**config.mk**
```make
export PLATFORM = sky130hd
export DESIGN_NAME = ddr_init_ctl
export DESIGN_NICKNAME = d
export VERILOG_FILES = /design/src/include/ddr_init_pkg.sv /design/src/hdl/countdown_timer.sv /design/src/hdl/burst_order.sv /design/src/hdl/ddr_init_ctl.sv
export SDC_FILE = /design/constraint.sdc
export NUM_CORES = 1
export LEC_CHECK = 0
export ABC_AREA = 1
export BUFFER_PORTS_ARGS = -buffer_cell sky130_fd_sc_hd__clkbuf_2
export CORE_MARGIN = 3
export CORE_UTILIZATION = 50
export DETAILED_ROUTE_END_ITERATION = 8
export HOLD_SLACK_MARGIN = 0.03
export PLACE_DENSITY = 0.84
export SYNTH_ARGS = -nofsm -noshare
export SYNTH_HDL_FRONTEND = slang
export SYNTH_HIERARCHICAL = 1
export SYNTH_SLANG_ARGS = --single-unit
```
**constraint.sdc**
```tcl
create_clock -name sys_clk -period 2.4 [get_ports sys_clk]
set_input_delay 0.12 -clock sys_clk [delete_from_list [all_inputs] [get_ports sys_clk]]
set_output_delay 0.12 -clock sys_clk [all_outputs]
set_load 0.01 [all_outputs]
```
**src/include/ddr_init_pkg.sv**
```systemverilog
// constants, command carrier and states of the ddr init controller
package ddr_init_pkg;

  // ---------------------------------------------------------------
  // clock and timing
  // ---------------------------------------------------------------
  localparam int CLK_FREQ_MHZ   = 20;
  localparam int STABLE_TIME_US = 200;
  localparam int TIMER_W        = 12;
  localparam logic [TIMER_W-1:0] STABLE_CYC   = TIMER_W'(STABLE_TIME_US * CLK_FREQ_MHZ);
  localparam logic [TIMER_W-1:0] DLL_LOCK_CYC = 12'h0C8;
  localparam logic [TIMER_W-1:0] MRD_CYC      = 12'h002;
  localparam logic [TIMER_W-1:0] RP_CYC       = 12'h002;
  localparam logic [TIMER_W-1:0] RFC_CYC      = 12'h008;
  localparam logic [TIMER_W-1:0] NOP_CYC      = 12'h001;
  localparam logic [3:0]         REFRESH_MIN  = 4'h2;

  // ---------------------------------------------------------------
  // software register map
  // ---------------------------------------------------------------
  localparam int SW_ADDR_W = 4;
  localparam logic [SW_ADDR_W-1:0] CTRL_OFS   = 4'h0;
  localparam logic [SW_ADDR_W-1:0] MODE_OFS   = 4'h4;
  localparam logic [SW_ADDR_W-1:0] STATUS_OFS = 4'h8;
  localparam logic [SW_ADDR_W-1:0] BURST_OFS  = 4'hC;

  localparam int CTRL_START_BIT     = 0;
  localparam int CTRL_SKIP_RST_BIT  = 1;
  localparam int CTRL_PRE_FIRST_BIT = 2;
  localparam int CTRL_REWRITE_BIT   = 3;

  localparam int MODE_BL_LSB   = 0;
  localparam int MODE_TYPE_BIT = 3;
  localparam int MODE_CL_LSB   = 4;
  localparam int MODE_W        = 7;
  localparam logic [MODE_W-1:0] MODE_RESET = 7'h23;

  localparam int STAT_READY_BIT = 4;
  localparam int STAT_DLL_BIT   = 5;
  localparam int STAT_FET_BIT   = 6;

  // ---------------------------------------------------------------
  // mode register fields on the address pins
  // ---------------------------------------------------------------
  localparam int ADDR_W       = 12;
  localparam int A_TEST_BIT   = 7;
  localparam int A_DLLRST_BIT = 8;
  localparam int A_ALLBANK    = 10;
  localparam int A_DLLDIS_BIT = 0;

  localparam logic [2:0] BL_CODE_2 = 3'h1;
  localparam logic [2:0] BL_CODE_4 = 3'h2;
  localparam logic [2:0] BL_CODE_8 = 3'h3;

  localparam logic [1:0] BA_MODE     = 2'h0;
  localparam logic [1:0] BA_EXT_MODE = 2'h1;

  // {cs_n, ras_n, cas_n, we_n}
  localparam logic [3:0] CMD_NOP     = 4'h7;
  localparam logic [3:0] CMD_PRE     = 4'h2;
  localparam logic [3:0] CMD_REFRESH = 4'h1;
  localparam logic [3:0] CMD_LMR     = 4'h0;

  typedef struct packed {
    logic              cke;
    logic              cs_n;
    logic              ras_n;
    logic              cas_n;
    logic              we_n;
    logic [1:0]        ba;
    logic [ADDR_W-1:0] addr;
  } ddr_cmd_t;

  localparam ddr_cmd_t PINS_RESET = '{cke: 1'b0, cs_n: 1'b1, ras_n: 1'b1, cas_n: 1'b1,
                                      we_n: 1'b1, ba: 2'h0, addr: 12'h000};

  // gray codes along the default init path; the pre_first and skip_dll_rst branches step two bits
  typedef enum logic [3:0] {
    ST_IDLE     = 4'h0,
    ST_WAIT_CLK = 4'h1,
    ST_WAKE     = 4'h3,
    ST_PRE1     = 4'h2,
    ST_EXT_MODE = 4'h6,
    ST_DLL_RST  = 4'h7,
    ST_PRE2     = 4'h5,
    ST_REFRESH  = 4'h4,
    ST_MODE_RUN = 4'hC,
    ST_SETTLE   = 4'hD,
    ST_READY    = 4'hF,
    ST_REWRITE  = 4'hE
  } init_state_t;

endpackage

```
**src/hdl/countdown_timer.sv**
```systemverilog
// loadable down counter that flags when its gap has run out
module countdown_timer #(
  parameter int W = 12
) (
  // clock and reset
  input  wire logic         sys_clk,
  input  wire logic         reset,
  // control
  input  wire logic         load,
  input  wire logic [W-1:0] value,
  // status
  output logic              done
);

  logic [W-1:0] count;

  assign done = (count == '0);

  always_ff @(posedge sys_clk) begin
    if (reset) begin
      count <= '0;
    end else if (load) begin
      count <= value;
    end else if (!done) begin
      count <= count - 1'b1;
    end
  end

endmodule

```
**src/hdl/burst_order.sv**
```systemverilog
// column order of a burst for the programmed length and addressing mode
module burst_order (
  // burst setup
  input  wire logic [2:0]  start_col,
  input  wire logic [2:0]  len_code,
  input  wire logic        interleave,
  // eight 3-bit columns, beat 0 in the low bits, unused beats zero
  output logic      [23:0] order
);

  logic [2:0] mask;

  assign mask = (len_code == ddr_init_pkg::BL_CODE_8) ? 3'h7 :
                (len_code == ddr_init_pkg::BL_CODE_4) ? 3'h3 :
                (len_code == ddr_init_pkg::BL_CODE_2) ? 3'h1 : 3'h0;

  for (genvar i = 0; i < 8; i++) begin : g_beat
    wire logic [2:0] beat = 3'(i);
    wire logic [2:0] low  = interleave ? ((start_col ^ beat) & mask)
                                       : ((start_col + beat) & mask);
    assign order[3*i +: 3] = ((beat & ~mask) == 3'h0) ? ((start_col & ~mask) | low) : 3'h0;
  end

endmodule

```
**src/hdl/ddr_init_ctl.sv**
```systemverilog
// host-side power-up and mode register controller for a ddr sdram
// ---------------------------------------------------------------
// Notes on behaviour
// device may drive fet isolation output during reads and writes
// clock enable held low from reset until the clock wait ends
// clock runs at least 200 us before any command
// after the wait, drive nop and raise clock enable
// precharge all banks before the extended mode write
// extended mode write enables dll: a0 low, ba0 high, rest low
// mode write with a8 high resets dll; allow 200 lock cycles
// second all-bank precharge follows the dll reset
// at least two auto-refresh commands after second precharge
// final mode write with a8 low starts normal operation
// dll reset write may be skipped; lock wait still counted
// dll reset write and second precharge in either order
// mode register written after extended mode, before normal use
// device loads mode register when cs, ras, cas, we, ba0 low
// mode writes only with banks precharged and clock enable high
// two cycles after a mode write before the next command
// mode register may be rewritten later while banks idle
// fields: length a0-a2, mode a3, latency a4-a6, test a7, dll a8
// test bit a7 kept low on every mode write
// sequential burst wraps inside the aligned block
// interleave burst column is start xor beat
// 200 cycles after dll enable before any read
// ---------------------------------------------------------------
module ddr_init_ctl (
  // clock and reset
  input  wire logic                 sys_clk,
  input  wire logic                 reset,
  // software port
  input  wire logic [3:0]           sw_addr,
  input  wire logic [31:0]          sw_wdata,
  input  wire logic                 sw_wr,
  input  wire logic                 sw_rd,
  output logic      [31:0]          sw_rdata,
  // memory pins
  output logic                      ddr_clk_run,
  output ddr_init_pkg::ddr_cmd_t    ddr_pins,
  input  wire logic                 fet_isolation_ctl,
  // status
  output logic                      init_done
);

  // ---------------------------------------------------------------
  // software registers
  // ---------------------------------------------------------------
  logic                             skip_dll_rst;
  logic                             pre_first;
  logic [ddr_init_pkg::MODE_W-1:0]  mode;
  logic [2:0]                       burst_start;
  logic                             start_req;
  logic                             rewrite_req;

  wire logic wr_ctrl  = sw_wr && (sw_addr == ddr_init_pkg::CTRL_OFS);
  wire logic wr_mode  = sw_wr && (sw_addr == ddr_init_pkg::MODE_OFS);
  wire logic wr_burst = sw_wr && (sw_addr == ddr_init_pkg::BURST_OFS);

  ddr_init_pkg::init_state_t state;
  ddr_init_pkg::init_state_t next_state;

  wire logic start_taken   = (state == ddr_init_pkg::ST_IDLE) || (state == ddr_init_pkg::ST_READY);
  wire logic rewrite_taken = (state == ddr_init_pkg::ST_READY) && !start_req;

  always_ff @(posedge sys_clk) begin
    if (reset) begin
      skip_dll_rst <= 1'b0;
      pre_first    <= 1'b0;
      mode         <= ddr_init_pkg::MODE_RESET;
      burst_start  <= 3'h0;
    end else begin
      if (wr_ctrl) begin
        skip_dll_rst <= sw_wdata[ddr_init_pkg::CTRL_SKIP_RST_BIT];
        pre_first    <= sw_wdata[ddr_init_pkg::CTRL_PRE_FIRST_BIT];
      end
      if (wr_mode) begin
        mode <= sw_wdata[ddr_init_pkg::MODE_W-1:0];
      end
      if (wr_burst) begin
        burst_start <= sw_wdata[2:0];
      end
    end
  end

  // requests stay pending until the sequencer can take them; new write wins
  always_ff @(posedge sys_clk) begin
    if (reset) begin
      start_req   <= 1'b0;
      rewrite_req <= 1'b0;
    end else begin
      start_req   <= (wr_ctrl && sw_wdata[ddr_init_pkg::CTRL_START_BIT]) || (start_req && !start_taken);
      rewrite_req <= (wr_ctrl && sw_wdata[ddr_init_pkg::CTRL_REWRITE_BIT]) ||
                     (rewrite_req && !rewrite_taken);
    end
  end

  // ---------------------------------------------------------------
  // pin input synchroniser
  // ---------------------------------------------------------------
  logic fet_meta;
  logic fet_sync;

  always_ff @(posedge sys_clk) begin
    if (reset) begin
      fet_meta <= 1'b0;
      fet_sync <= 1'b0;
    end else begin
      fet_meta <= fet_isolation_ctl;
      fet_sync <= fet_meta;
    end
  end

  // ---------------------------------------------------------------
  // timers
  // ---------------------------------------------------------------
  logic                              gap_load;
  logic [ddr_init_pkg::TIMER_W-1:0]  gap_value;
  logic                              gap_done;
  logic                              dll_load;
  logic                              dll_done;
  logic                              dll_armed;

  countdown_timer #(.W(ddr_init_pkg::TIMER_W)) u_gap_timer (
    .sys_clk (sys_clk),
    .reset   (reset),
    .load    (gap_load),
    .value   (gap_value),
    .done    (gap_done)
  );

  countdown_timer #(.W(ddr_init_pkg::TIMER_W)) u_dll_timer (
    .sys_clk (sys_clk),
    .reset   (reset),
    .load    (dll_load),
    .value   (ddr_init_pkg::DLL_LOCK_CYC),
    .done    (dll_done)
  );

  always_ff @(posedge sys_clk) begin
    if (reset) begin
      dll_armed <= 1'b0;
    end else if (dll_load) begin
      dll_armed <= 1'b1;
    end else if (state == ddr_init_pkg::ST_IDLE) begin
      dll_armed <= 1'b0;
    end
  end

  wire logic dll_locked = dll_armed && dll_done;

  // ---------------------------------------------------------------
  // command words
  // ---------------------------------------------------------------
  logic [3:0] ref_count;

  wire logic [ddr_init_pkg::ADDR_W-1:0] mode_word =
    ddr_init_pkg::ADDR_W'(mode) & ~(12'h001 << ddr_init_pkg::A_TEST_BIT);
  wire logic [ddr_init_pkg::ADDR_W-1:0] dll_rst_word =
    mode_word | (12'h001 << ddr_init_pkg::A_DLLRST_BIT);
  wire logic [ddr_init_pkg::ADDR_W-1:0] all_bank_word =
    12'h001 << ddr_init_pkg::A_ALLBANK;
  wire logic [ddr_init_pkg::ADDR_W-1:0] ext_word =
    12'h000 & ~(12'h001 << ddr_init_pkg::A_DLLDIS_BIT);

  function automatic ddr_init_pkg::ddr_cmd_t cmd(input logic [3:0] code, input logic [1:0] ba,
                                                 input logic [11:0] addr);
    cmd = '{cke: 1'b1, cs_n: code[3], ras_n: code[2], cas_n: code[1], we_n: code[0],
            ba: ba, addr: addr};
  endfunction

  wire ddr_init_pkg::ddr_cmd_t nop_cmd = cmd(ddr_init_pkg::CMD_NOP, 2'h0, 12'h000);

  // ---------------------------------------------------------------
  // sequencer
  // ---------------------------------------------------------------
  ddr_init_pkg::ddr_cmd_t next_pins;
  logic                   ref_inc;

  always_comb begin
    next_state = state;
    next_pins  = nop_cmd;
    gap_load   = 1'b0;
    gap_value  = ddr_init_pkg::NOP_CYC;
    dll_load   = 1'b0;
    ref_inc    = 1'b0;
    case (state)
      ddr_init_pkg::ST_IDLE: begin
        next_pins = ddr_init_pkg::PINS_RESET;
        if (start_req) begin
          gap_load   = 1'b1;
          gap_value  = ddr_init_pkg::STABLE_CYC;
          next_state = ddr_init_pkg::ST_WAIT_CLK;
        end
      end
      ddr_init_pkg::ST_WAIT_CLK: begin
        next_pins = ddr_init_pkg::PINS_RESET;
        if (gap_done) begin
          gap_load   = 1'b1;
          next_state = ddr_init_pkg::ST_WAKE;
        end
      end
      ddr_init_pkg::ST_WAKE: begin
        if (gap_done) begin
          next_pins  = nop_cmd;
          gap_load   = 1'b1;
          next_state = ddr_init_pkg::ST_PRE1;
        end
      end
      ddr_init_pkg::ST_PRE1: begin
        if (gap_done) begin
          next_pins  = cmd(ddr_init_pkg::CMD_PRE, 2'h0, all_bank_word);
          gap_load   = 1'b1;
          gap_value  = ddr_init_pkg::RP_CYC;
          next_state = ddr_init_pkg::ST_EXT_MODE;
        end
      end
      ddr_init_pkg::ST_EXT_MODE: begin
        if (gap_done) begin
          next_pins  = cmd(ddr_init_pkg::CMD_LMR, ddr_init_pkg::BA_EXT_MODE, ext_word);
          gap_load   = 1'b1;
          gap_value  = ddr_init_pkg::MRD_CYC;
          dll_load   = 1'b1;
          next_state = (skip_dll_rst || pre_first) ? ddr_init_pkg::ST_PRE2
                                                   : ddr_init_pkg::ST_DLL_RST;
        end
      end
      ddr_init_pkg::ST_DLL_RST: begin
        if (gap_done) begin
          next_pins  = cmd(ddr_init_pkg::CMD_LMR, ddr_init_pkg::BA_MODE, dll_rst_word);
          gap_load   = 1'b1;
          gap_value  = ddr_init_pkg::MRD_CYC;
          dll_load   = 1'b1;
          next_state = pre_first ? ddr_init_pkg::ST_REFRESH : ddr_init_pkg::ST_PRE2;
        end
      end
      ddr_init_pkg::ST_PRE2: begin
        if (gap_done) begin
          next_pins  = cmd(ddr_init_pkg::CMD_PRE, 2'h0, all_bank_word);
          gap_load   = 1'b1;
          gap_value  = ddr_init_pkg::RP_CYC;
          next_state = (pre_first && !skip_dll_rst) ? ddr_init_pkg::ST_DLL_RST
                                                    : ddr_init_pkg::ST_REFRESH;
        end
      end
      ddr_init_pkg::ST_REFRESH: begin
        if (gap_done) begin
          if (ref_count < ddr_init_pkg::REFRESH_MIN) begin
            next_pins = cmd(ddr_init_pkg::CMD_REFRESH, 2'h0, 12'h000);
            gap_load  = 1'b1;
            gap_value = ddr_init_pkg::RFC_CYC;
            ref_inc   = 1'b1;
          end else begin
            next_state = ddr_init_pkg::ST_MODE_RUN;
          end
        end
      end
      ddr_init_pkg::ST_MODE_RUN: begin
        next_pins  = cmd(ddr_init_pkg::CMD_LMR, ddr_init_pkg::BA_MODE, mode_word);
        gap_load   = 1'b1;
        gap_value  = ddr_init_pkg::MRD_CYC;
        next_state = ddr_init_pkg::ST_SETTLE;
      end
      ddr_init_pkg::ST_SETTLE: begin
        if (gap_done && dll_locked) begin
          next_state = ddr_init_pkg::ST_READY;
        end
      end
      ddr_init_pkg::ST_READY: begin
        if (start_req) begin
          next_pins  = ddr_init_pkg::PINS_RESET;
          gap_load   = 1'b1;
          gap_value  = ddr_init_pkg::STABLE_CYC;
          next_state = ddr_init_pkg::ST_WAIT_CLK;
        end else if (rewrite_req) begin
          next_state = ddr_init_pkg::ST_REWRITE;
        end
      end
      ddr_init_pkg::ST_REWRITE: begin
        next_pins  = cmd(ddr_init_pkg::CMD_LMR, ddr_init_pkg::BA_MODE, mode_word);
        gap_load   = 1'b1;
        gap_value  = ddr_init_pkg::MRD_CYC;
        next_state = ddr_init_pkg::ST_SETTLE;
      end
      default: begin
        next_pins  = ddr_init_pkg::PINS_RESET;
        next_state = ddr_init_pkg::ST_IDLE;
      end
    endcase
  end

  always_ff @(posedge sys_clk) begin
    if (reset) begin
      state     <= ddr_init_pkg::ST_IDLE;
      ddr_pins  <= ddr_init_pkg::PINS_RESET;
      ref_count <= 4'h0;
    end else begin
      state     <= next_state;
      ddr_pins  <= next_pins;
      ref_count <= (state == ddr_init_pkg::ST_WAKE) ? 4'h0 : ref_count + 4'(ref_inc);
    end
  end

  // ---------------------------------------------------------------
  // outputs and read-back
  // ---------------------------------------------------------------
  logic [23:0] burst_cols;

  burst_order u_burst_order (
    .start_col  (burst_start),
    .len_code   (mode[ddr_init_pkg::MODE_BL_LSB +: 3]),
    .interleave (mode[ddr_init_pkg::MODE_TYPE_BIT]),
    .order      (burst_cols)
  );

  wire logic [31:0] status_word = {25'h0, fet_sync, dll_locked,
                                   state == ddr_init_pkg::ST_READY, state};
  wire logic [31:0] ctrl_word   = {29'h0, pre_first, skip_dll_rst, 1'b0};
  wire logic [31:0] read_word   =
    (sw_addr == ddr_init_pkg::CTRL_OFS)   ? ctrl_word :
    (sw_addr == ddr_init_pkg::MODE_OFS)   ? 32'(mode) :
    (sw_addr == ddr_init_pkg::STATUS_OFS) ? status_word :
    (sw_addr == ddr_init_pkg::BURST_OFS)  ? {5'h0, burst_start, burst_cols} : 32'h0;

  always_ff @(posedge sys_clk) begin
    if (reset) begin
      sw_rdata    <= 32'h0;
      ddr_clk_run <= 1'b0;
      init_done   <= 1'b0;
    end else begin
      sw_rdata    <= sw_rd ? read_word : 32'h0;
      ddr_clk_run <= (next_state != ddr_init_pkg::ST_IDLE);
      init_done   <= (next_state == ddr_init_pkg::ST_READY);
    end
  end

endmodule

```
==> metrics.md, run 1 <==
| Metric | Value |
|---|---|
| DPL Wire Length | ~8700 um |
| Area growth from synthesis to layout | 15.6% |
| CP Launch Point | u_gap_timer/count[0] |
| PwrDens | 825 mW/mm2 |
| CP arrival | ~2.5 ns |
| Normalized max-slew margin | 0.522 |
| Port bufs | just under 60 |
| R2R cell count | 14 |
| Share of post-route cells with drive strength above 1 | 0.192 |
| Max layer used | met4 |
| LEAKAGE | between 2 and 3 nW |
| Root Buffer | clkbuf_8 |
| Buf+Inv Stages, Crit Path | 3 |
| Gr ovfl total | 0 |
| CTS Buf Count | 9 |
| Detail Route Antenna Nets | 0 |
| Post-Synthesis Cells | 685 |
| Final period util | 0.930 |
| Synthesis-stage register bit count | 93 |
| CTS clock-pin slew for the worst setup and hold paths | roughly 0.1 ns |
| GPL Wtd Cong | 0.983 |
| Reg2reg end | u_gap_timer/count[8] |
| DRT met1 WL | 5210 um |
| Reg-to-reg critical path startpoint | u_gap_timer/count[0] |
| Syn. warnings | 6 |
| Mapped Area | 0.00465 mm2 |
| Sequential share of the synthesized area | 0.400 |
| Non-Filler Instances | about 890 |
| Crit end category | flip-flop |
| DR WL/cell | 12.8 um |
| Setup CP Type | reg -> reg |
| CTS tree | yes |
| Die W | between 100 and 150 um |
| Endpoints failing hold | 0 |
| Vias per inst | 5.08 |
| CP max-delay cell | dfxtp_1 |
| Tot Pwr | between 4 and 5 mW |
| FF-to-FF setup slack | roughly 0.17 ns |
| Via Count | between 4000 and 5000 |
| Antenna violations before repair | 0 |
| Wire length on met2 | between 5000 and 6000 um |
| Nets | approximately 820 |
| Syn_area_per_cell | about 6.8 um2 |
| CP Cell Sequence | inv_2 > ha_1 > inv_1 > nor2_1 > nand2_1 > nor3_4 > nand4_1 > nor2_2 > a21oi_1 > nand3b_1 > inv_2 > or2_2 > nand3_1 > nor2_1 |
| Total Wirelength | around 11000 um |
| Slew Viols, Final | 0 |
| CP delay by family, top | simple AND/OR/NAND/NOR gates |
| Clk buf depth | 2 |
| Outcome | complete, no violations |
| Worst path depth | 14 |
| Die Area | about 0.011 mm2 |
| Critical Path RT | around 2.6 ns |
| Number of max-cap violations | 0 |
| Initial Utilization | 0.524 |
| Final Skew | ~0.014 ns |
| Vias in the first global route | 4203 |
| Final setup viols | 0 |
| Worst Max-Slew Pin Slew | around 0.71 ns |
| Slowest stage delay, CP | 0.34 ns |
| Total GRT Usage | 0.222 |
| Tmin final | 2.23 ns |
| Critical Path Fanout Max | 8 |
| Max Freq | 448 MHz |
| Antenna Diode Count | 0 |
| CTS H-tree depth | 3 |
| Post-Place Cells | roughly 860 |
| Largest net degree at the start of global routing | 32 |
| Metal3 WL | around 720 um |
| First-pass DRT Iterations | 6 |
| Netlist cell types | 37 |
| DRC Markers | 0 |
| First-pass GRT wire length | between 15000 and 20000 um |
| Crit path to | u_gap_timer/count[8] |
| IO Count | 94 |
| Worst-skew pair later-pin latency | 0.36 ns |
| Clock Sinks | 93 |
| HP Class | in -> reg |
| # rows | 34 |
| Hold path start | sw_wdata[4] |
| Startpoint Class | flip-flop |
| Placeable Area | slightly below 0.009 mm2 |
| Die Ht | between 100 and 150 um |
| Worst vdd ir | 0.523 mV |
| Initial detailed-routing violation count | about 220 |
==> worst min path at each step <==
stage	to	slack, ns	cells past startpoint
floorplan	ddr_pins[0]	0.19	1
global placement	fet_meta	0.32	3
detailed placement	fet_meta	0.32	3
CTS	mode[4]	0.04	3
global route	mode[6]	0.05	3
finish	mode[4]	0.04	3
==> area by class of cell <==
type	instances	area, um2
Fill cell	828	3510
Sequential cell	93	1860
Multi-Input combinational cell	489	2340
Timing Repair Buffer	80	469
Clock buffer	9	124
Inverter	100	375
Clock inverter	7	75.1
Tap cell	108	135
==> kinds of logic after synthesis <==
| group | count (synthesis) | share of synthesized area |
|---|---|---|
| XOR/XNOR | 3 | 0.00565 |
| buffers and inverters | 125 | 0.116 |
| adder cells (fa/ha/maj) | 8 | 0.0215 |
| flip-flops | 93 | 0.400 |
| other | 2 | 0.00161 |
| AO/OA/AOI/OAI | 98 | 0.112 |
| AND/OR/NAND/NOR | 356 | 0.343 |
==> through the flow <==
step / TNS [ns] / cell area [um2] / util / worst slack [ns] / hold WS [ns]
2_1_floorplan: 0 / 4740 / - / 0.0164 / 0.191
3_5_place_dp: 0 / 5110 / 0.574 / 0.167 / 0.320
3_3_place_gp: 0 / 5110 / 0.574 / 0.266 / 0.317
5_1_grt: -0.0757 / 5380 / 0.605 / -0.0288 / 0.0523
4_1_cts: 0 / 5360 / 0.602 / 0.142 / 0.0359
6_report: 0 / 5380 / 0.605 / 0.169 / 0.0426
==> layer usage <==
metal  global-route usage  vias to the layer above
li1                     -                     2285
met1                0.305                     2039
met2                0.352                      161
met3               0.0478                       19
met4               0.0636                        0
met5                    0                        -
==> cells in the final DEF (no fill, tap or decap), drive strengths merged, types with 4 or more instances in the layout <==
cell | netlist | routed
a21oi | 49 | 49
dfxtp | 93 | 93
nand3 | 34 | 34
ha | 8 | 8
dlygate4sd3 | 0 | 5
o211ai | 6 | 6
o21ai | 39 | 39
nand4 | 8 | 8
nor3 | 14 | 14
or2 | 4 | 4
conb | 2 | 24
clkbuf | 9 | 68
nor2 | 121 | 121
inv | 99 | 103
nand2 | 171 | 171
buf | 16 | 16
==> flip-flops by register name, summed over array words and instances, names as in the netlist <==
name	count
sw_rdata	27
ddr_pins	15
u_dll_timer/count	12
u_gap_timer/count	12
mode	7
ref_count	4
state	4
burst_start	3
ddr_clk_run	1
dll_armed	1
fet_meta	1
fet_sync	1
init_done	1
pre_first	1
rewrite_req	1
skip_dll_rst	1
start_req	1
==> timing repair <==
item | in CTS | in global routing
resized for setup | 0 | 6
hold endpoints to repair | 5 | 0
setup buffers | 0 | 2
hold buffers | 5 | 0
setup endpoints to repair | 0 | 5
==> power breakdown <==
group / internal (mW) / leakage (nW) / switching (mW) / total, mW
Combinational: 0.587 / 1.81 / 1.02 / 1.61
Clock: 0.413 / 0.0985 / 0.620 / 1.03
Sequential: 1.67 / 0.755 / 0.122 / 1.80
==> worst reg2reg max path, stage by stage (launching register included) <==
cell	delay (ns)
dfxtp_1	0.34
inv_2	0.09
ha_1	0.15
inv_1	0.05
nor2_1	0.07
nand2_1	0.09
nor3_4	0.25
nand4_1	0.16
nor2_2	0.18
a21oi_1	0.07
nand3b_1	0.14
inv_2	0.11
or2_2	0.29
nand3_1	0.08
nor2_1	0.04
==> Yosys cell counts, drive strengths merged <==
| cell | n | area (um2) |
|---|---|---|
| a21oi | 49 | 245 |
| and3 | 3 | 18.8 |
| buf | 16 | 110 |
| clkbuf | 9 | 55.1 |
| clkinv | 1 | 3.75 |
| conb | 2 | 7.51 |
| dfxtp | 93 | 1860 |
| ha | 8 | 100 |
| inv | 99 | 372 |
| nand2 | 171 | 659 |
| nand3 | 34 | 188 |
| nand3b | 1 | 7.51 |
| nand4 | 8 | 50.1 |
| nor2 | 121 | 512 |
| nor3 | 14 | 138 |
| o2111ai | 1 | 8.76 |
| o211ai | 6 | 45.0 |
| o21a | 2 | 15.0 |
| o21ai | 39 | 199 |
| o21bai | 1 | 7.51 |
| or2 | 4 | 25.0 |
| xnor2 | 1 | 8.76 |
| xor2 | 2 | 17.5 |
Note: power is estimated with default switching activity, not from simulation.
==> inputs of run 2 (changes only) <==
MAX_ROUTING_LAYER = met4   (was unset)
==> metrics.md, run 2 (synthesis results as in run 1) <==
| Metric | Value |
|---|---|
| Buf+Inv Stages, Crit Path | 3 |
| Final setup viols | 0 |
| Die Ht | ~100 um |
| Outcome | complete, no violations |
| Via Count | roughly 4500 |
| Multi-input logic area | around 0.0023 mm2 |
| Gr ovfl total | 0 |
| Vias per inst | roughly 5.1 |
| Normalized max-slew margin | 0.539 |
| CTS clock-pin slew for the worst setup and hold paths | approximately 0.11 ns |
| GPL Wtd Cong | around 1 |
| CTS Buf Count | 9 |
| Final Util | 0.606 |
| Startpoint Class | flip-flop |
| CTS H-tree depth | 3 |
| Initial Utilization | 0.524 |
| CP Cell Sequence | inv_1 > ha_1 > inv_1 > nor2_1 > nand2_1 > nor3_4 > nand4_1 > nor2_2 > a21oi_1 > nand3b_1 > buf_4 > nor2_1 > a21oi_1 > nand2_1 > nand2_1 > nor2_1 |
| PwrDens | 826 mW/mm2 |
| Die Area | 0.0105 mm2 |
| Slew Viols, Final | 0 |
| Total Wirelength | 11200 um |
| Die W | ~100 um |
| Setup CP Type | reg -> reg |
| Fillers | about 800 |
| Largest Register | sw_rdata |
| Crit end category | flip-flop |
| Number of max-cap violations | 0 |
| # rows | 34 |
| DR WL/cell | 12.7 um |
| Vias in the first global route | about 4200 |
| CP delay by family, top | simple AND/OR/NAND/NOR gates |
| IO Count | 94 |
| Worst-skew pair later-pin latency | 0.37 ns |
| First-pass DRT Iterations | 5 |
| First-pass GRT wire length | about 19000 um |
| Slowest stage delay, CP | approximately 0.34 ns |
| Detail Route Antenna Nets | 0 |
| DRC Markers | 0 |
| Worst path depth | 16 |
| Nets | just over 800 |
| Placeable Area | 0.00889 mm2 |
| CTS tree | yes |
| Critical Path Fanout Max | 14 |
| Antenna Diode Count | 0 |
| Reg area | 0.00186 mm2 |
| Initial detailed-routing violation count | 370 |
| Area growth from synthesis to layout | 15.8% |
| R2R cell count | 16 |
| Top flop regs | sw_rdata (27), ddr_pins (15) |
| Final Skew | ~0.018 ns |
| Share of post-route cells with drive strength above 1 | 0.189 |
| HP Class | in -> reg |
| LEAKAGE | ~2.7 nW |
| Total GRT Usage | 0.231 |
| Antenna violations before repair | 0 |
| Max Freq | approximately 450 MHz |
| Critical Path RT | about 2.7 ns |
| Commonest non-fill, non-tap cell in the layout | nand2_1 |
| RSZ-0062 raised after global routing | true |
| Number of flip-flops in the largest register | 27 |
| Endpoints failing hold | 0 |
| Final period util | 0.925 |
| Tot Pwr | between 4 and 5 mW |
| Most frequent cells in the layout | nand2_1 (164), nor2_1 (103), dfxtp_1 (93), inv_1 (87), clkbuf_2 (59) |
| CP arrival | 2.49 ns |
| Worst Max-Slew Pin Slew | ~0.69 ns |
| Port bufs | 59 |
| Hold Path Stages | 3 |
| Worst vdd ir | between 0.5 and 0.6 mV |
| Clock Sinks | 93 |
| Clk buf depth | 2 |
| Largest net degree at the start of global routing | 32 |
| CP max-delay cell | dfxtp_1 |
| Tmin final | 2.22 ns |
| Root Buffer | clkbuf_8 |
| DPL Wire Length | between 8000 and 9000 um |
run 2: worst paths after layout:
check	to	slack [ns]	from
worst max register to register	u_gap_timer/count[1]	0.18	u_gap_timer/count[0]
worst min register to register	fet_sync	0.41	fet_meta
worst max-delay path	u_gap_timer/count[1]	0.18	u_gap_timer/count[0]
worst min-delay path	mode[6]	0.07	sw_wdata[6]
run 2: worst min-delay path: stages:
cell and delay, ns:
clkbuf_2 0.08, o21ai_0 0.08, a21oi_1 0.12
run 2: timing repair:
item / 4_1_cts / 5_1_grt
resized for setup: 0 / 2
setup endpoints to repair: 0 / 4
endpoints found under the hold margin: 5 / 0
buffers inserted: 0 / 2
hold buffers: 5 / 0
run 2: metrics by stage:
stage / setup WS, ns / setup TNS, ns / hold WS (ns) / area, um2 / cells
CTS: 0.166 / 0 / 0.0432 / 5370 / 885
floorplan: 0.0164 / 0 / 0.191 / 4740 / 707
finish: 0.179 / 0 / 0.0680 / 5390 / 887
global route: -0.0583 / -0.176 / 0.0929 / 5390 / 887
global placement: 0.257 / 0 / 0.316 / 5110 / 864
detailed placement: 0.190 / 0 / 0.323 / 5110 / 864
run 2: routing by layer:
layer,up-vias,global-route usage,share of wire
li1,2292,-,-
met1,2036,0.319,0.47
met5,-,-,0
met3,23,0.0389,0.060
met2,160,0.338,0.45
met4,0,0.0868,0.020
run 2: power by group:
group | switching (mW) | total [mW] | internal [mW] | leakage [nW]
sequential | 0.115 | 1.79 | 1.67 | 0.755
combinational | 1.02 | 1.63 | 0.602 | 1.81
clock | 0.620 | 1.04 | 0.416 | 0.103
total | 1.76 | 4.45 | 2.69 | 2.67
run 2: final cells by class:
cell class / instances / share of cell area
clock buffers: 9 / 0.0230
clock inverters: 7 / 0.0151
inverters: 100 / 0.0697
repair buffers: 81 / 0.0878
multi-input cells: 489 / 0.434
flip-flops and latches: 93 / 0.346
well taps: 108 / 0.0251
==> inputs of run 3 (changes only) <==
CORE_MARGIN = unset   (was 3)
GPL_TIMING_DRIVEN = 0   (was unset)
PLACE_DENSITY = 0.74   (was 0.84)
==> metrics.md, run 3 (synthesis results as in run 1) <==
| Metric | Value |
|---|---|
| Final setup viols | 0 |
| Root Buffer | clkbuf_8 |
| Final setup TNS | 0 ns |
| Critical Path Fanout Max | 10 |
| Combinational share of power | 0.370 |
| Commonest non-fill, non-tap cell in the layout | nand2_1 |
| Top flop regs | sw_rdata (27), ddr_pins (15) |
| CP arrival | around 2.6 ns |
| Outcome | finished, violations left |
| Largest Register | sw_rdata |
| PwrDens | 801 mW/mm2 |
| IO Count | 94 |
| LEAKAGE | 2.76 nW |
| Clk buf depth | 2 |
| Slack of the critical path | approximately 0.14 ns |
| Via Count | 4456 |
| Die Ht | 98.5 um |
| Number of max-cap violations | 0 |
| CP max-delay cell | dfxtp_2 |
| Worst path most repeated cell | nand2_1 |
| Vias per inst | approximately 4.9 |
| Startpoint Class | flip-flop |
| DRC Markers | 2 |
| Switching pwr | about 1.7 mW |
| Vias in the first global route | about 4000 |
| Hold slack | 0.0471 ns |
| Clock share of power | 0.224 |
| HP Class | in -> reg |
| Total Wirelength | ~11000 um |
| Buf+Inv Stages, Crit Path | 5 |
| Post-route cell area | about 0.0056 mm2 |
| Area growth from synthesis to layout | 19.3% |
| Tmin final | around 2.3 ns |
| Critical Path RT | roughly 2.7 ns |
| CTS tree | yes |
| CP delay by family, top | simple AND/OR/NAND/NOR gates |
| Gr ovfl total | 0 |
| Violated checks | design-rule violations |
| Endpoints failing hold | 0 |
| Slowest stage delay, CP | around 0.35 ns |
| Setup CP Type | reg -> reg |
| Total GRT Usage | 0.242 |
| Die Area | 0.00970 mm2 |
| First-pass GRT wire length | ~18000 um |
| Final period util | 0.941 |
| Final Skew | roughly 0.019 ns |
| Die W | just under 100 um |
| Worst Max-Slew Pin Slew | approximately 0.57 ns |
| GPL Wtd Cong | just over 0.9 |
| Placement Cell Area | around 0.0052 mm2 |
| CTS H-tree depth | 3 |
| Largest net degree at the start of global routing | 19 |
| Slew Viols, Final | 0 |
| Worst vdd ir | between 0.5 and 0.6 mV |
| Crit end category | flip-flop |
| Antenna violations before repair | 0 |
| Antenna Diode Count | 0 |
| Detail Route Antenna Nets | 0 |
| Nets | around 850 |
| Number of flip-flops in the largest register | 27 |
| Internal | 2.70 mW |
| Worst-skew pair later-pin latency | about 0.36 ns |
| Dpl ws | -0.647 ns |
| Placeable Area | between 0.008 and 0.009 mm2 |
| First-pass DRT Iterations | 9 |
| RSZ-0062 raised after global routing | true |
| Most frequent cells in the layout | nand2_1 (164), nor2_1 (102), dfxtp_1 (91), inv_1 (85), clkbuf_2 (60) |
| Initial detailed-routing violation count | roughly 310 |
| Share of post-route cells with drive strength above 1 | 0.206 |
| Net Sw Frac | 0.393 |
| Initial Utilization | 0.526 |
| Normalized max-slew margin | 0.619 |
| CTS clock-pin slew for the worst setup and hold paths | between 0.1 and 0.15 ns |
| CP Cell Sequence | inv_4 > ha_1 > inv_1 > nor2_1 > nand2_1 > nor3_4 > buf_6 > nand4_1 > nor2_2 > a21oi_1 > nand3b_1 > buf_6 > clkbuf_8 > nand2_1 > o21ai_0 > nand2_1 > a21oi_2 |
| Flop pwr share | 0.406 |
| # rows | 34 |
| Port bufs | 59 |
| DR WL/cell | around 12 um |
| Clock Sinks | 93 |
| CTS Buf Count | 9 |
| Max Freq | 443 MHz |
| DPL Wire Length | around 8300 um |
[run 3: cell types whose count changed in the layout (fill, tap and decap cells not counted), moves of 2 or more]
cell           delta
buf_1             +2
buf_4             +5
buf_6             +2
clkbuf_1          +6
clkbuf_8          +2
clkinv_2          +2
clkinv_8          -2
dfxtp_1           -2
dfxtp_2           +2
dlygate4sd3_1     +3
inv_1             -2
nor2_4            +2
[run 3: metrics by stage]
step | instances | power [mW] | utilization
after floorplan | 707 | 3.03 | -
after global placement | 874 | 3.32 | 0.584
after detailed placement | 874 | 3.35 | 0.584
after CTS | 903 | 4.42 | 0.620
after global routing | 909 | 4.81 | 0.627
final | 909 | 4.44 | 0.627
[run 3: final cells by class]
type / instances / area (um2)
tap: 108 / 135
clock buffer: 9 / 124
sequential: 93 / 1860
inverter: 100 / 379
buffer: 25 / 169
clock inverter: 7 / 65.1
fill: 849 / 3300
multi-input combinational: 489 / 2350
timing repair buffer: 78 / 462
[run 3: metal layers]
layer,vias up,global-route usage,part of all wire
li1,2336,-,-
met1,1993,0.320,0.47
met2,120,0.390,0.47
met3,7,0.0397,0.053
met4,0,0.0551,0.0068
met5,-,-,0
[run 3: repair_timing]
action                                  in CTS  in global routing
hold buffers                                 8                  0
endpoints found under the setup margin      25                 16
setup buffers                                5                  6
resized for setup                            6                  8
hold endpoints to repair                     9                  0
pin swaps                                    2                  4
[run 3: path summary, 6_finish.rpt]
check | from | end | slack (ns) | depth (start not counted)
max | u_gap_timer/count[0] | u_gap_timer/count[0] | 0.14 | 17
min | sw_wdata[6] | mode[6] | 0.05 | 3
max reg2reg | u_gap_timer/count[0] | u_gap_timer/count[0] | 0.14 | 17
min reg2reg | fet_meta | fet_sync | 0.41 | 2
[run 3: power groups by stage]
stage	clock [mW]	sequential (mW)	combinational, mW
floorplan	0	1.80	1.23
global placement	0	1.82	1.50
detailed placement	0	1.83	1.52
CTS	1.03	1.79	1.59
global route	1.09	1.82	1.90
finish	0.997	1.80	1.64
[run 3: worst min-delay path: stages]
cell	delay [ns]
clkbuf_2	0.07
o21ai_0	0.08
a21oi_1	0.11
